[src/rtl/ssrb_pkg.sv]
// Constants, field layouts and carrier types for the safety register bank.
// Assumes an 8-bit register command port fed by the device's serial front end.
package ssrb_pkg;

  // ==========================================================
  // Register offsets
  localparam logic [7:0] OFS_BUCK_SELFTEST_UNDERVOLT_FLAGS = 8'h00;
  localparam logic [7:0] OFS_LINEAR_SELFTEST_UNDERVOLT_FLAGS = 8'h01;
  localparam logic [7:0] OFS_SELFTEST_TRIGGER = 8'h02;
  localparam logic [7:0] OFS_SAFE_OUTPUT_FAULT_FLAGS = 8'h03;
  localparam logic [7:0] OFS_SAFETY_MONITOR_CONTROL = 8'h04;
  localparam logic [7:0] OFS_BUCK_MONITOR_ENABLES = 8'h05;
  localparam logic [7:0] OFS_LINEAR_MONITOR_ENABLES = 8'h06;
  localparam logic [7:0] OFS_CHALLENGE_CODE = 8'h07;
  localparam logic [7:0] OFS_CHALLENGE_RESPONSE = 8'h08;

  // ==========================================================
  // Field widths and positions
  localparam int BUCK_FLAG_W = 4;   // buck 2, 5, 6, 7 in bits 0..3
  localparam int LINEAR_W = 3;      // linear 1..3 in bits 0..2
  localparam int FAILSAFE_W = 5;    // assert, soft, kick, count, hard in bits 0..4
  localparam int BUCK_MON_W = 5;    // buck 1, 2, 5, 6, 7 in bits 0..4
  localparam int CTRL_W = 7;
  localparam int SELFTEST_GO_BIT = 0;
  localparam int CTL_THERMAL_BIT = 0;
  localparam int CTL_OVLO_BIT = 1;
  localparam int CTL_OVSD_BIT = 2;
  localparam int CTL_TIMER_BIT = 3;
  localparam int CTL_TIMER_STBY_BIT = 4;
  localparam int CTL_KICK_STBY_BIT = 5;
  localparam int CTL_SECURE_BIT = 6;

  // ==========================================================
  // Reset values
  localparam logic [CTRL_W-1:0] CTRL_RESET = 7'h7F;
  localparam logic [BUCK_MON_W-1:0] BUCK_MON_RESET = 5'h1F;
  localparam logic [LINEAR_W-1:0] LINEAR_MON_RESET = 3'h7;
  localparam logic [7:0] LFSR_SEED = 8'hA5;
  localparam logic [7:0] LFSR_TAPS = 8'hB8;

  // ==========================================================
  // Timing
  localparam int CLK_HZ = 100_000_000;
  localparam int SECURE_TIMEOUT_MS = 10;
  localparam int SECURE_TIMEOUT_CYCLES = SECURE_TIMEOUT_MS * (CLK_HZ / 1000);
  localparam int TMO_W = 24;

  // ==========================================================
  // Carriers
  typedef struct packed {
    logic valid;
    logic write;
    logic [7:0] addr;
    logic [7:0] data;
  } ssrb_cmd_type;

  typedef struct packed {
    logic thermal_int;
    logic thermal_shutdown;
    logic ovlo_int;
    logic ovlo_shutdown;
  } ssrb_events_type;

  typedef struct packed {
    logic timer_run;
    logic kick_watch;
    logic [BUCK_MON_W-1:0] buck_monitor_on;
    logic [LINEAR_W-1:0] linear_monitor_on;
  } ssrb_enables_type;

  typedef enum logic {SEC_IDLE, SEC_WAIT} ssrb_sec_type;

endpackage

[src/rtl/ssrb_bank.sv]
// Safety register bank with challenge-response protected writes.
// Assumes the serial front end hands over whole byte commands on i_cmd,
// and that raw analog fault indications arrive asynchronously.
// How it works
// - Write one clears selftest buck/linear low flags
// - Write one to trigger starts analog selftest
// - Write one clears fail-safe output fault flags
// - Thermal off blocks thermal interrupt and shutdown
// - Lockout off blocks all input overvoltage reporting
// - Shutdown off: overvoltage gives interrupt only
// - Timer off keeps supervisor counter stopped
// - Standby timer off stops counter in standby
// - Standby watch off ignores kick input standby
// - Secure off lets protected writes apply directly
// - Buck monitor bit zero disables its monitoring
// - Linear monitor bit zero disables its monitoring
// - Protected write produces random challenge for host
// - Matching response applies, else discard; clear both
// - Any other command except a challenge read cancels pending protected write
// - No response in 10 ms abandons write
`timescale 1ns/10ps
module ssrb_bank
  import ssrb_pkg::*;
#(
  parameter int TIMEOUT_CYCLES = SECURE_TIMEOUT_CYCLES
) (
  // Clock and reset
  input wire logic i_clk,
  input wire logic i_resetn,
  // Register command port
  input wire ssrb_cmd_type i_cmd,
  output logic o_rvalid,
  output logic [7:0] o_rdata,
  // Hardware flag sources, asynchronous levels
  input wire logic [BUCK_FLAG_W-1:0] i_selftest_buck_low,
  input wire logic [LINEAR_W-1:0] i_selftest_linear_low,
  input wire logic [FAILSAFE_W-1:0] i_failsafe_fault,
  // Raw monitor conditions, asynchronous levels
  input wire logic i_thermal_alarm,
  input wire logic i_thermal_trip,
  input wire logic i_main_supply_overvolt,
  input wire logic i_standby,
  // Controls to the safety logic
  output logic o_selftest_go,
  output ssrb_events_type o_events,
  output ssrb_enables_type o_enables
);

  // ==========================================================
  // Input synchronisers: three stages, value taken when 2 and 3 agree
  localparam int SYN_W = BUCK_FLAG_W + LINEAR_W + FAILSAFE_W + 4;
  logic [SYN_W-1:0] syn1_r, syn2_r, syn3_r, syn_r, syn_nxt;
  logic [BUCK_FLAG_W-1:0] s_buck;
  logic [LINEAR_W-1:0] s_lin;
  logic [FAILSAFE_W-1:0] s_fs;
  logic s_talarm, s_ttrip, s_ov, s_stby;

  always_comb begin
    syn_nxt = (syn2_r == syn3_r) ? syn3_r : syn_r;
  end

  always_ff @(posedge i_clk or negedge i_resetn) begin
    if (!i_resetn) begin
      syn1_r <= '0;
      syn2_r <= '0;
      syn3_r <= '0;
      syn_r <= '0;
    end else begin
      syn1_r <= {i_selftest_buck_low, i_selftest_linear_low, i_failsafe_fault,
                 i_thermal_alarm, i_thermal_trip, i_main_supply_overvolt, i_standby};
      syn2_r <= syn1_r;
      syn3_r <= syn2_r;
      syn_r <= syn_nxt;
    end
  end

  assign {s_buck, s_lin, s_fs, s_talarm, s_ttrip, s_ov, s_stby} = syn_r;

  // ==========================================================
  // Register state
  logic [BUCK_FLAG_W-1:0] buck_flags_r, buck_flags_nxt;
  logic [LINEAR_W-1:0] lin_flags_r, lin_flags_nxt;
  logic [FAILSAFE_W-1:0] fs_flags_r, fs_flags_nxt;
  logic [CTRL_W-1:0] ctrl_r, ctrl_nxt;
  logic [BUCK_MON_W-1:0] buck_mon_r, buck_mon_nxt;
  logic [LINEAR_W-1:0] lin_mon_r, lin_mon_nxt;
  logic go_r, go_nxt;
  logic rvalid_r, rvalid_nxt;
  logic [7:0] rdata_r, rdata_nxt;

  // Secure write state
  ssrb_sec_type sec_r, sec_nxt;
  logic [7:0] chal_r, chal_nxt;
  logic [7:0] pend_addr_r, pend_addr_nxt;
  logic [7:0] pend_data_r, pend_data_nxt;
  logic [TMO_W-1:0] tmo_r, tmo_nxt;
  logic [7:0] lfsr_r, lfsr_nxt;

  // Registers under challenge-response protection
  function automatic logic is_protected(input logic [7:0] a);
    return (a == OFS_BUCK_SELFTEST_UNDERVOLT_FLAGS) ||
           (a == OFS_LINEAR_SELFTEST_UNDERVOLT_FLAGS) ||
           (a == OFS_SELFTEST_TRIGGER) || (a == OFS_SAFE_OUTPUT_FAULT_FLAGS) ||
           (a == OFS_SAFETY_MONITOR_CONTROL) || (a == OFS_BUCK_MONITOR_ENABLES) ||
           (a == OFS_LINEAR_MONITOR_ENABLES);
  endfunction

  logic apply_en;
  logic [7:0] apply_addr;
  logic [7:0] apply_data;
  logic wr, rd;

  assign wr = i_cmd.valid && i_cmd.write;
  assign rd = i_cmd.valid && !i_cmd.write;

  // ==========================================================
  // Secure write sequencer
  always_comb begin
    sec_nxt = sec_r;
    chal_nxt = chal_r;
    pend_addr_nxt = pend_addr_r;
    pend_data_nxt = pend_data_r;
    tmo_nxt = tmo_r;
    apply_en = 1'b0;
    apply_addr = i_cmd.addr;
    apply_data = i_cmd.data;
    // Free-running so the code depends on host timing
    lfsr_nxt = lfsr_r[0] ? ((lfsr_r >> 1) ^ LFSR_TAPS) : (lfsr_r >> 1);
    case (sec_r)
      SEC_IDLE: begin
        if (wr && is_protected(i_cmd.addr)) begin
          if (ctrl_r[CTL_SECURE_BIT]) begin
            sec_nxt = SEC_WAIT;
            chal_nxt = lfsr_r;
            pend_addr_nxt = i_cmd.addr;
            pend_data_nxt = i_cmd.data;
            tmo_nxt = '0;
          end else begin
            apply_en = 1'b1;
          end
        end
      end
      SEC_WAIT: begin
        tmo_nxt = tmo_r + 1'b1;
        if (wr && i_cmd.addr == OFS_CHALLENGE_RESPONSE) begin
          apply_en = (i_cmd.data == chal_r);
          apply_addr = pend_addr_r;
          apply_data = pend_data_r;
          sec_nxt = SEC_IDLE;
          chal_nxt = '0;
        end else if (wr && is_protected(i_cmd.addr)) begin
          // A new protected write replaces the pending one with a fresh challenge
          chal_nxt = lfsr_r;
          pend_addr_nxt = i_cmd.addr;
          pend_data_nxt = i_cmd.data;
          tmo_nxt = '0;
        end else if (wr || (rd && i_cmd.addr != OFS_CHALLENGE_CODE)) begin
          // Reading the challenge itself is part of the sequence
          sec_nxt = SEC_IDLE;
          chal_nxt = '0;
          apply_en = wr;
        end else if (tmo_r >= TMO_W'(TIMEOUT_CYCLES - 1)) begin
          sec_nxt = SEC_IDLE;
          chal_nxt = '0;
        end
      end
      default: begin
        sec_nxt = SEC_IDLE;
        chal_nxt = '0;
      end
    endcase
  end

  always_ff @(posedge i_clk or negedge i_resetn) begin
    if (!i_resetn) begin
      sec_r <= SEC_IDLE;
      chal_r <= '0;
      pend_addr_r <= '0;
      pend_data_r <= '0;
      tmo_r <= '0;
      lfsr_r <= LFSR_SEED;
    end else begin
      sec_r <= sec_nxt;
      chal_r <= chal_nxt;
      pend_addr_r <= pend_addr_nxt;
      pend_data_r <= pend_data_nxt;
      tmo_r <= tmo_nxt;
      lfsr_r <= lfsr_nxt;
    end
  end

  // ==========================================================
  // Register file; hardware set wins over a same-cycle clear
  always_comb begin
    logic [BUCK_FLAG_W-1:0] clr_b;
    logic [LINEAR_W-1:0] clr_l;
    logic [FAILSAFE_W-1:0] clr_f;
    clr_b = '0;
    clr_l = '0;
    clr_f = '0;
    ctrl_nxt = ctrl_r;
    buck_mon_nxt = buck_mon_r;
    lin_mon_nxt = lin_mon_r;
    go_nxt = 1'b0;
    if (apply_en) begin
      case (apply_addr)
        OFS_BUCK_SELFTEST_UNDERVOLT_FLAGS: clr_b = apply_data[BUCK_FLAG_W-1:0];
        OFS_LINEAR_SELFTEST_UNDERVOLT_FLAGS: clr_l = apply_data[LINEAR_W-1:0];
        OFS_SELFTEST_TRIGGER: go_nxt = apply_data[SELFTEST_GO_BIT];
        OFS_SAFE_OUTPUT_FAULT_FLAGS: clr_f = apply_data[FAILSAFE_W-1:0];
        OFS_SAFETY_MONITOR_CONTROL: ctrl_nxt = apply_data[CTRL_W-1:0];
        OFS_BUCK_MONITOR_ENABLES: buck_mon_nxt = apply_data[BUCK_MON_W-1:0];
        OFS_LINEAR_MONITOR_ENABLES: lin_mon_nxt = apply_data[LINEAR_W-1:0];
        default: begin
        end
      endcase
    end
    buck_flags_nxt = (buck_flags_r & ~clr_b) | s_buck;
    lin_flags_nxt = (lin_flags_r & ~clr_l) | s_lin;
    fs_flags_nxt = (fs_flags_r & ~clr_f) | s_fs;
  end

  // ==========================================================
  // Read path: data one cycle after the read command
  always_comb begin
    rvalid_nxt = rd;
    rdata_nxt = rdata_r;
    if (rd) begin
      case (i_cmd.addr)
        OFS_BUCK_SELFTEST_UNDERVOLT_FLAGS: rdata_nxt = 8'(buck_flags_r);
        OFS_LINEAR_SELFTEST_UNDERVOLT_FLAGS: rdata_nxt = 8'(lin_flags_r);
        OFS_SAFE_OUTPUT_FAULT_FLAGS: rdata_nxt = 8'(fs_flags_r);
        OFS_SAFETY_MONITOR_CONTROL: rdata_nxt = 8'(ctrl_r);
        OFS_BUCK_MONITOR_ENABLES: rdata_nxt = 8'(buck_mon_r);
        OFS_LINEAR_MONITOR_ENABLES: rdata_nxt = 8'(lin_mon_r);
        OFS_CHALLENGE_CODE: rdata_nxt = chal_r;
        // Trigger and response are write-only; response clears on compare
        default: rdata_nxt = 8'h00;
      endcase
    end
  end

  always_ff @(posedge i_clk or negedge i_resetn) begin
    if (!i_resetn) begin
      buck_flags_r <= '0;
      lin_flags_r <= '0;
      fs_flags_r <= '0;
      ctrl_r <= CTRL_RESET;
      buck_mon_r <= BUCK_MON_RESET;
      lin_mon_r <= LINEAR_MON_RESET;
      go_r <= 1'b0;
      rvalid_r <= 1'b0;
      rdata_r <= '0;
    end else begin
      buck_flags_r <= buck_flags_nxt;
      lin_flags_r <= lin_flags_nxt;
      fs_flags_r <= fs_flags_nxt;
      ctrl_r <= ctrl_nxt;
      buck_mon_r <= buck_mon_nxt;
      lin_mon_r <= lin_mon_nxt;
      go_r <= go_nxt;
      rvalid_r <= rvalid_nxt;
      rdata_r <= rdata_nxt;
    end
  end

  // ==========================================================
  // Gated events and enables, registered so outputs are glitch free
  ssrb_events_type ev_r, ev_nxt;
  ssrb_enables_type en_r, en_nxt;

  always_comb begin
    ev_nxt.thermal_int = ctrl_r[CTL_THERMAL_BIT] && s_talarm;
    ev_nxt.thermal_shutdown = ctrl_r[CTL_THERMAL_BIT] && s_ttrip;
    ev_nxt.ovlo_int = ctrl_r[CTL_OVLO_BIT] && s_ov;
    ev_nxt.ovlo_shutdown = ctrl_r[CTL_OVLO_BIT] && ctrl_r[CTL_OVSD_BIT] && s_ov;
    en_nxt.timer_run = ctrl_r[CTL_TIMER_BIT] &&
                       (!s_stby || ctrl_r[CTL_TIMER_STBY_BIT]);
    en_nxt.kick_watch = ctrl_r[CTL_TIMER_BIT] &&
                        (!s_stby || ctrl_r[CTL_KICK_STBY_BIT]);
    en_nxt.buck_monitor_on = buck_mon_r;
    en_nxt.linear_monitor_on = lin_mon_r;
  end

  always_ff @(posedge i_clk or negedge i_resetn) begin
    if (!i_resetn) begin
      ev_r <= '0;
      en_r <= '0;
    end else begin
      ev_r <= ev_nxt;
      en_r <= en_nxt;
    end
  end

  assign o_rvalid = rvalid_r;
  assign o_rdata = rdata_r;
  assign o_selftest_go = go_r;
  assign o_events = ev_r;
  assign o_enables = en_r;

endmodule

[config.mk]
export PLATFORM = sky130hd
export DESIGN_NAME = ssrb_bank
export DESIGN_NICKNAME = d
export VERILOG_FILES = /design/src/rtl/ssrb_pkg.sv /design/src/rtl/ssrb_bank.sv
export SDC_FILE = /design/constraint.sdc
export NUM_CORES = 1
export LEC_CHECK = 0
export BUFFER_PORTS_ARGS = -buffer_cell sky130_fd_sc_hd__clkbuf_2
export CORE_MARGIN = 2
export CORE_UTILIZATION = 30
export CTS_CLUSTER_SIZE = 16
export DETAILED_ROUTE_END_ITERATION = 10
export REMOVE_ABC_BUFFERS = 1
export SETUP_SLACK_MARGIN = 0.2
export SYNTH_ARGS = -nofsm -noshare
export SYNTH_HDL_FRONTEND = slang
export SYNTH_SLANG_ARGS = --single-unit
[constraint.sdc]
create_clock -name i_clk -period 2.7 [get_ports i_clk]
set_input_delay 0.135 -clock i_clk [delete_from_list [all_inputs] [get_ports i_clk]]
set_output_delay 0.135 -clock i_clk [all_outputs]
set_load 0.05 [all_outputs]
# [Word-level counts from Yosys, hierarchy flattened]
# Index checks and enable logic that the tools add are counted.
[totals] elab_cells=142 inputBits=36 ff_bits=171
[op_classes] n_eq_ne=22 magnitude_cmp=1 reduce_logical=31 bitwise=11 n_addsub=1 muxes=49
[ops] operator="2-to-1 mux 8 bit" n=13
[ops] operator="2-to-1 mux 24 bit" n=4
[ops] operator="== test 8 x 3 -> 1 bit, second input constant" n=7
[ops] operator="case mux 8 bit (7 select lines)" n=1
[ops] operator="case mux 24 bit (2 select lines)" n=1
[ops] operator="2-to-1 mux 7 bit" n=6
[ops] operator="== test 8 x 2 -> 1 bit, second input constant" n=4
[ops] operator="case mux 8 bit (2 select lines)" n=2
[ops] operator="adder 24 x 1 -> 24 bit, second input constant" n=1
[ops] operator=">= comparator 24 x 20 -> 1 bit, second input constant" n=1
[ops] operator="== test 16 bit" n=1
[ops] operator="== test 8 x 1 -> 1 bit, second input constant" n=2
[ops] operator="zero test 8 bit" n=2
[ops] operator="case mux 7 bit (2 select lines)" n=1
[ops] operator="2-to-1 mux 1 bit" n=13
[ops] operator="logical AND 1 bit" n=12
[ops] operator="2-to-1 mux 5 bit" n=2
[ops] operator="logical OR 1 bit" n=9
[ops] operator="== test 8 x 4 -> 1 bit, second input constant" n=1
[ops] operator="== test 8 bit" n=1
[ops] operator="2-to-1 mux 4 bit" n=2
[ops] operator="!= test 8 x 3 -> 1 bit, second input constant" n=1
[ops] operator="AND reduction 2 bit" n=4
[ops] operator="2-to-1 mux 3 bit" n=2
[ops] operator="other kinds (18)" n=22

# [Logic depth before layout (Yosys ltp)]
# Gate-level depths: netlist of the first run.
[logic_depth] ltp_word=15 mapped_depth=8

# [Worst setup path after synthesis of the first run]
# Ideal clock, no wire load.
[synth_path] path_type="input to register" startpoint="in i_cmd[12] (netlist name)" endpoint="reg ctrl_r[0]" n_path_buf=1 setup_time_ns=0.082 arrival_time_ns=2.160 path_stages=6 path_slack_ns=0.457 required_ns=2.618 cell_sequence="or4_1 buf_2 nor4_4 nand3_2 a211oi_4 mux2_2"
[synth_between] elab_chain_cells=12 word_cells_on_any_way=30
[synth_rtl] item="start, declared" line_no="ssrb_bank.sv:31" text="input wire ssrb_cmd_type i_cmd,"
[synth_rtl] item="== test 8 x 1 -> 1 bit or zero test 8 bit (tied branches)" line_no="ssrb_bank.sv:102, ssrb_bank.sv:101"
[synth_rtl] item="logical OR 1 bit" line_no="ssrb_bank.sv:101" text="return (a == OFS_BUCK_SELFTEST_UNDERVOLT_FLAGS) ||"
[synth_rtl] item="logical OR 1 bit" line_no="ssrb_bank.sv:102" text="(a == OFS_LINEAR_SELFTEST_UNDERVOLT_FLAGS) ||"
[synth_rtl] item="logical OR 1 bit (2 in series)" line_no="ssrb_bank.sv:103" text="(a == OFS_SELFTEST_TRIGGER) || (a == OFS_SAFE_OUTPUT_FAULT_FLAGS) ||"
[synth_rtl] item="logical OR 1 bit (2 in series)" line_no="ssrb_bank.sv:104" text="(a == OFS_SAFETY_MONITOR_CONTROL) || (a == OFS_BUCK_MONITOR_ENABLES) ||"
[synth_rtl] item="logical AND 1 bit" line_no="ssrb_bank.sv:131, ssrb_bank.sv:151"
[synth_rtl] item="2-to-1 mux 1 bit" line_no="ssrb_bank.sv:151" text="end else if (wr && is_protected(i_cmd.addr)) begin"
[synth_rtl] item="2-to-1 mux 1 bit" line_no="ssrb_bank.sv:145" text="if (wr && i_cmd.addr == OFS_CHALLENGE_RESPONSE) begin"
[synth_rtl] item="case mux 1 bit (2 select lines)" line_no="ssrb_bank.sv:129" text="case (sec_r)"
[synth_rtl] item="AND reduction 2 bit (no source line)"
[synth_rtl] item="end signal, assigned" line_no="ssrb_bank.sv:258" text="ctrl_r <= ctrl_nxt;"
[synth_rtl] item="end, declared" line_no="ssrb_bank.sv:84" text="logic [CTRL_W-1:0] ctrl_r, ctrl_nxt;"
# Parallel ways exist; a longest one is shown, timed or not.
# A chain may end at the register's enable or synchronous reset.

# [Worst setup path after layout of the first run]
[layout_path] startpoint="in i_cmd[3] (netlist name)" endpoint="reg ctrl_r[1]"
[layout_between] elab_chain_cells=4
[layout_rtl] item="== test 8 bit" line_no="ssrb_bank.sv:146" text="apply_en = (i_cmd.data == chal_r);"
[layout_rtl] item="2-to-1 mux 1 bit" line_no="ssrb_bank.sv:145"
[layout_rtl] item="case mux 1 bit (2 select lines)" line_no="ssrb_bank.sv:129"
[layout_rtl] item="AND reduction 2 bit (no source line)"
# No other way between the ends.

==> impl_metrics.py, run 1 <==
metrics = {
    "detailed_routing": {
        "post-route-drc-count": 0,
        "antenna_left": 0,
        "drtIter0Drc": 327,
        "vias": 4933,
        "routedWlPerCell_um": 15.44,
        "drt_wl_total_um": 15950,
        "avgViaCountPerCell": 4.775,
        "drt_pass1_iterations": 4,
    },
    "run_status": {
        "run_status": "finished, final reports clean",
    },
    "sta": {
        "timing.slew.headroom_pct": 57.91,
        "fin_tns_setup_ns": 0,
        "slew_viol_final": 0,
        "fin_crit_sh_pct": 88.35,
        "timing.fmax_mhz": 419.2,
        "fin_skew_ns": 0.01308,
        "fin_crit_ns": 2.386,
        "rsz0062_at_grt": "no",
        "setup_viol": 0,
        "worstMarginPinSlew_ns": 0.6290,
        "hold_viol_final": 0,
    },
    "final_layout": {
        "drive_above_1_share_pct": 25.91,
        "area_growth_pct": 24.09,
        "finalNonFillerCells": 1033,
        "final_nets": 738,
        "diodes": 0,
        "finish.utilization_pct": 37.65,
    },
    "yosys": {
        "syn_inst": 598,
        "synth.distinct_cells": 56,
        "async_flop_share_pct": 100.0,
        "synth_edf_count": 0,
        "synth-seq-cells": 171,
        "synth_warnings": 0,
        "seq_area_frac_synth_pct": 60.96,
        "syn_area_sq_mm": 0.007058,
        "synthFlopType": "dfrtp_1",
        "avgSynthCellArea_sq_um": 11.80,
    },
    "setup_path": {
        "reg2reg_slack_ns": 0.32,
        "path_cells": "dlygate4sd3_1, clkbuf_2, xor2_1, nor4_1, nand3_2, a211oi_4, mux2_2",
        "slowest_delay_ns": 0.57,
        "critPathArrivalTime_ns": 2.74,
        "path_max_fanout": 7,
        "crit_start": "i_cmd[3]",
        "endpoint_kind": "flip-flop",
        "r2r-start": "chal_r[5]",
        "crit_type": "in2reg",
        "crit_slowest_cell": "a211oi_4",
        "required_ns": 3.05,
        "start_kind": "input pin",
    },
    "global_routing": {
        "antenna_found_initial": 0,
        "first_global_vias": 4843,
        "grt-ovfl-total": 0,
        "grt_max_degree": 62,
        "grt_pass1_wl_um": 26390,
        "grtUsageTotal_pct": 13.76,
    },
    "pwr": {
        "peakVddDrop_mv": 0.2963,
        "p_leak_nw": 3.825,
        "power_density_mw_per_mm2": 614.1,
    },
    "cts": {
        "clk_pin_slew_worst_paths_ns": 0.07,
        "htree_levels": 4,
        "cts_tree": "done",
        "cts-buffers-inserted": 17,
        "insertion_delay_ns": 0.43,
        "ctsResizeCount": 0,
        "root_buffer": "clkbuf_16",
        "cts.path.max_buffers": 2,
        "cts_sinks": 171,
        "post_cts_buffers": 0,
    },
    "floorplanning": {
        "rows": 56,
        "io_pins": 60,
        "dieArea_sq_mm": 0.02477,
        "die_x_um": 157.4,
        "core_area_sq_mm": 0.02326,
        "die_height_um": 157.4,
        "start_util_pct": 30.34,
    },
    "placement": {
        "dp_cells": 977,
        "port_buffers": 59,
        "hpwl_um": 10900,
        "place.gp.congestion": 0.8314,
    },
    "job": {
        "maxCapViolCount": 0,
    },
    "worst_hold_path": {
        "holdCritPathClass": "in2reg",
        "min_from": "i_cmd[14]",
    },
}
[cells in the final DEF (no fill, tap or decap), types with 19 or more instances in the layout]
| cell type | Yosys | final |
|---|---|---|
| dfrtp_1 | 152 | 152 |
| nand2_1 | 65 | 65 |
| clkbuf_2 | 0 | 58 |
| mux2_2 | 40 | 40 |
| a21oi_1 | 38 | 38 |
| nor2_1 | 33 | 33 |
| o21ai_0 | 33 | 33 |
| dlygate4sd3_1 | 0 | 24 |
| buf_4 | 0 | 21 |
| dfstp_2 | 19 | 19 |
[area by class of cell]
class,instances,area [sq um]
Clock buffer,17,425.4
Clock inverter,15,196.4
Fill cell,2298,14500
Inverter,9,33.78
Multi-Input combinational cell,395,2641
Sequential cell,171,4303
Tap cell,319,399.1
Timing Repair Buffer,107,759.5
[flip-flops by register name, summed over array words and instances (netlist names), 10 cells and up]
register,cells
tmo_r,24
syn1_r,16
syn2_r,16
syn3_r,16
syn_r,16
o_enables,10
[synth_stat cells (4+ instances only)]
cell	count	share of area [%]
dfrtp_1	152	54
nand4_1	11	0.98
o31ai_1	17	1.8
a21oi_1	38	2.7
or4_1	15	1.6
mux2_2	40	6.4
nand2_1	65	3.5
and2_1	13	1.2
dfstp_2	19	7.1
xnor2_1	16	2.0
mux2i_1	9	1.3
nor3_1	4	0.28
inv_1	9	0.48
clkbuf_1	18	0.96
a211oi_1	7	0.74
xor2_1	11	1.4
or3_1	5	0.44
nor2_1	33	1.8
a22oi_1	13	1.4
and3_1	5	0.44
o21ai_0	33	2.3
nand3_1	8	0.57
a22o_1	6	0.74
nor4_1	6	0.53
[worst paths after layout]
check	end	cells after the start
setup / recovery	ctrl_r[1]	7
hold / removal	o_selftest_go	4
setup reg to reg	ctrl_r[1]	5
hold reg to reg	syn2_r[7]	0
max in group asynchronous	lfsr_r[7]	3
min in group asynchronous	syn1_r[2]	2
[power by group]
part           total (mW)  internal [mW]  switching [mW]
clock network        2.48           1.27            1.21
logic               0.267          0.106           0.161
registers            2.63           2.61          0.0257
[metrics by stage]
step	setup slack, ns	hold WS [ns]	cell area, sq um	power [mW]
floorplan	-0.05904	-0.1606	6969	2.776
global placement	0.2114	0.1491	7896	2.926
detailed placement	0.1962	0.1465	7896	2.929
CTS	0.3212	0.1319	8758	5.449
global route	0.2026	0.1722	8758	5.589
finish	0.3144	0.1659	8758	5.379
[per-layer routing]
metal / up-vias / wire length [um] / global-route usage, %
li1: 2372 / - / -
met1: 2438 / 7861 / 19.91
met2: 106 / 7239 / 20.40
met3: 17 / 675 / 3.029
met4: 0 / 176 / 4.545
met5: - / 0 / 0
[worst max-delay path: cells and delay by family]
kind            cells  cell delay, ns
simple gates        2            0.75
xor+xnor            1            0.17
compound gates      1            0.57
buf+inv             2            0.71
mux                 1            0.40
[what timing repair did]
action                                 CTS  global route
setup endpoints to repair                0             0
endpoints found under the hold margin   69             0
hold buffers                            24             0
[cells by family after synthesis]
kind of cell / Yosys count / share of synthesized area, %
mux: 49 / 7.658
simple gates: 179 / 13.08
xor+xnor: 27 / 3.350
compound gates: 139 / 13.03
buf+inv: 32 / 1.737
fa+ha+maj: 1 / 0.1772
flops: 171 / 60.96
Note: power is estimated with default switching activity, not from simulation.
==> run 2: changes to the inputs <==
CORE_MARGIN = not set   (was 2)
clock period = 2.17 ns   (was 2.7 ns; I/O delays follow)
==> run 2 against run 1 <==
  * Clock skew about the same
  * Total power is 24% higher
  * Setup slack lost 0.20 ns
  * Cell count increased by 3.0%
  * Via count rose by 4.7%
  * Sequential share of layout area fell by 2.3 points
  * Non-clock buffer count up 37
  * Highest routed layer unchanged
  * Critical path depth is 1 lower
  * Clock power up 23%
  * Die area fell by 2.5%
  * Combinational power is 32% higher
==> impl_metrics.py, run 2 (synthesized netlist as in run 1, its figures left out) <==
metrics = {
    "run_status": {
        "run_status": "finished, final reports clean",
    },
    "worst_hold_path": {
        "holdCritPathClass": "in2reg",
        "hold_path_depth": 4,
    },
    "floorplanning": {
        "die_height_um": 155.4,
        "start_util_pct": 30.89,
        "core_area_sq_mm": 0.02285,
        "io_pins": 60,
        "rows": 55,
        "dieArea_sq_mm": 0.02414,
        "die_x_um": 155.4,
    },
    "sta": {
        "fin_tns_setup_ns": 0,
        "fin_skew_ns": 0.01292,
        "rsz0062_at_grt": "yes",
        "fin_crit_ns": 2.056,
        "timing.fmax_mhz": 486.3,
        "worstMarginPinSlew_ns": 0.5985,
        "holdWs_ns": 0.1372,
        "setup_viol": 0,
        "slew_viol_final": 0,
        "fin_crit_sh_pct": 94.76,
        "hold_viol_final": 0,
        "timing.slew.headroom_pct": 60.10,
    },
    "detailed_routing": {
        "routedWlPerCell_um": 15.99,
        "vias": 5165,
        "drt_pass1_iterations": 5,
        "antenna_left": 0,
        "avgViaCountPerCell": 4.854,
        "drtIter0Drc": 291,
        "drt_wl_total_um": 17020,
        "post-route-drc-count": 0,
    },
    "final_layout": {
        "diodes": 0,
        "regMostFlops": "tmo_r",
        "largest_reg_flops": 24,
        "drive_above_1_share_pct": 31.29,
        "finish.utilization_pct": 40.23,
        "area_growth_pct": 30.23,
        "finalNonFillerCells": 1064,
        "final_common_cell": "dfrtp_1",
        "nFillCells": 2212,
        "design_area_sq_mm": 0.009191,
        "final_cell_mix": "dfrtp_1, nand2_1, clkbuf_2",
        "final_nets": 775,
    },
    "placement": {
        "port_buffers": 59,
        "dp_cells": 1000,
        "place.gp.congestion": 0.8461,
        "place_area_sq_mm": 0.008144,
        "hpwl_um": 11630,
    },
    "setup_path": {
        "endpoint_kind": "flip-flop",
        "critPathArrivalTime_ns": 2.42,
        "r2r_cells": 6,
        "path_max_fanout": 5,
        "required_ns": 2.53,
        "crit_type": "reg2reg",
        "start_kind": "flip-flop",
    },
    "cts": {
        "htree_levels": 4,
        "root_buffer": "clkbuf_16",
        "cts_tree": "done",
        "cts-buffers-inserted": 17,
        "clk_pin_slew_worst_paths_ns": 0.07,
        "cts.path.max_buffers": 2,
        "cts_sinks": 171,
        "insertion_delay_ns": 0.44,
    },
    "global_routing": {
        "grtUsageTotal_pct": 14.90,
        "grt_max_degree": 66,
        "grt_pass1_wl_um": 27660,
        "grt-ovfl-total": 0,
        "antenna_found_initial": 0,
        "first_global_vias": 5104,
    },
    "job": {
        "maxCapViolCount": 0,
    },
    "pwr": {
        "p_leak_nw": 4.042,
        "power_density_mw_per_mm2": 727.6,
        "peakVddDrop_mv": 0.4886,
    },
}
## run 2: cell count changes in the layout (fill, tap and decap cells not counted), sizes merged
cell      before  now
clkbuf        75   76
clkinv         8    6
inv           14   16
clkinvlp       2    1
buf           25   62
## run 2: final timing paths
check / to / slack, ns / start
min in group asynchronous: syn1_r[3] / 0.20 / i_resetn
min reg2reg: syn2_r[13] / 0.35 / syn1_r[13]
max in group asynchronous: ctrl_r[3] / 1.13 / i_resetn
max reg2reg: lin_mon_r[0] / 0.11 / chal_r[1]
max: lin_mon_r[0] / 0.11 / chal_r[1]
min: pend_addr_r[2] / 0.14 / i_cmd[10]
## run 2: power breakdown
part           internal (mW)  switching (mW)  total [mW]
clock network           1.59            1.47        3.06
registers               3.25          0.0330        3.28
logic                  0.143           0.209       0.352
## run 2: layout make-up
class / count / area (sq um) / area share [%]
Inverter: 9 / 33.78 / 0.3675
Tap cell: 313 / 391.6 / 4.261
Clock buffer: 18 / 439.2 / 4.778
Multi-Input combinational cell: 395 / 2761 / 30.04
Sequential cell: 171 / 4303 / 46.81
Timing Repair Buffer: 144 / 1094 / 11.90
Clock inverter: 14 / 168.9 / 1.838
## run 2: repair_timing
action	CTS	global route
resized for setup	19	15
setup buffers	4	4
hold buffers	24	0
cloned	0	0
hold endpoints to repair	71	0
pin swaps	8	6
endpoints found under the setup margin	29	38
## run 2: stage by stage
stage | setup slack [ns] | power (mW)
after CTS | 0.1274 | 6.766
after global routing | 0.002700 | 6.931
final | 0.1137 | 6.687
after detailed placement | -0.1011 | 3.651
after global placement | -0.1157 | 3.648
after floorplan | -0.5625 | 3.454
## run 2: worst max-delay path: stages (launching register included)
cell and delay, ns:
dfrtp_1 0.40, xor2_1 0.18, nor4_2 0.34, buf_4 0.19, nand3_4 0.11, a211oi_2 0.38, mux2_2 0.38
## run 2: per-layer routing
| layer | wire length [um] | vias to the layer above | GRT usage (%) |
|---|---|---|---|
| li1 | - | 2438 | - |
| met1 | 8004 | 2598 | 20.06 |
| met2 | 8039 | 110 | 23.25 |
| met3 | 755 | 19 | 3.844 |
| met4 | 216 | 0 | 5.089 |
| met5 | 0 | - | 0 |
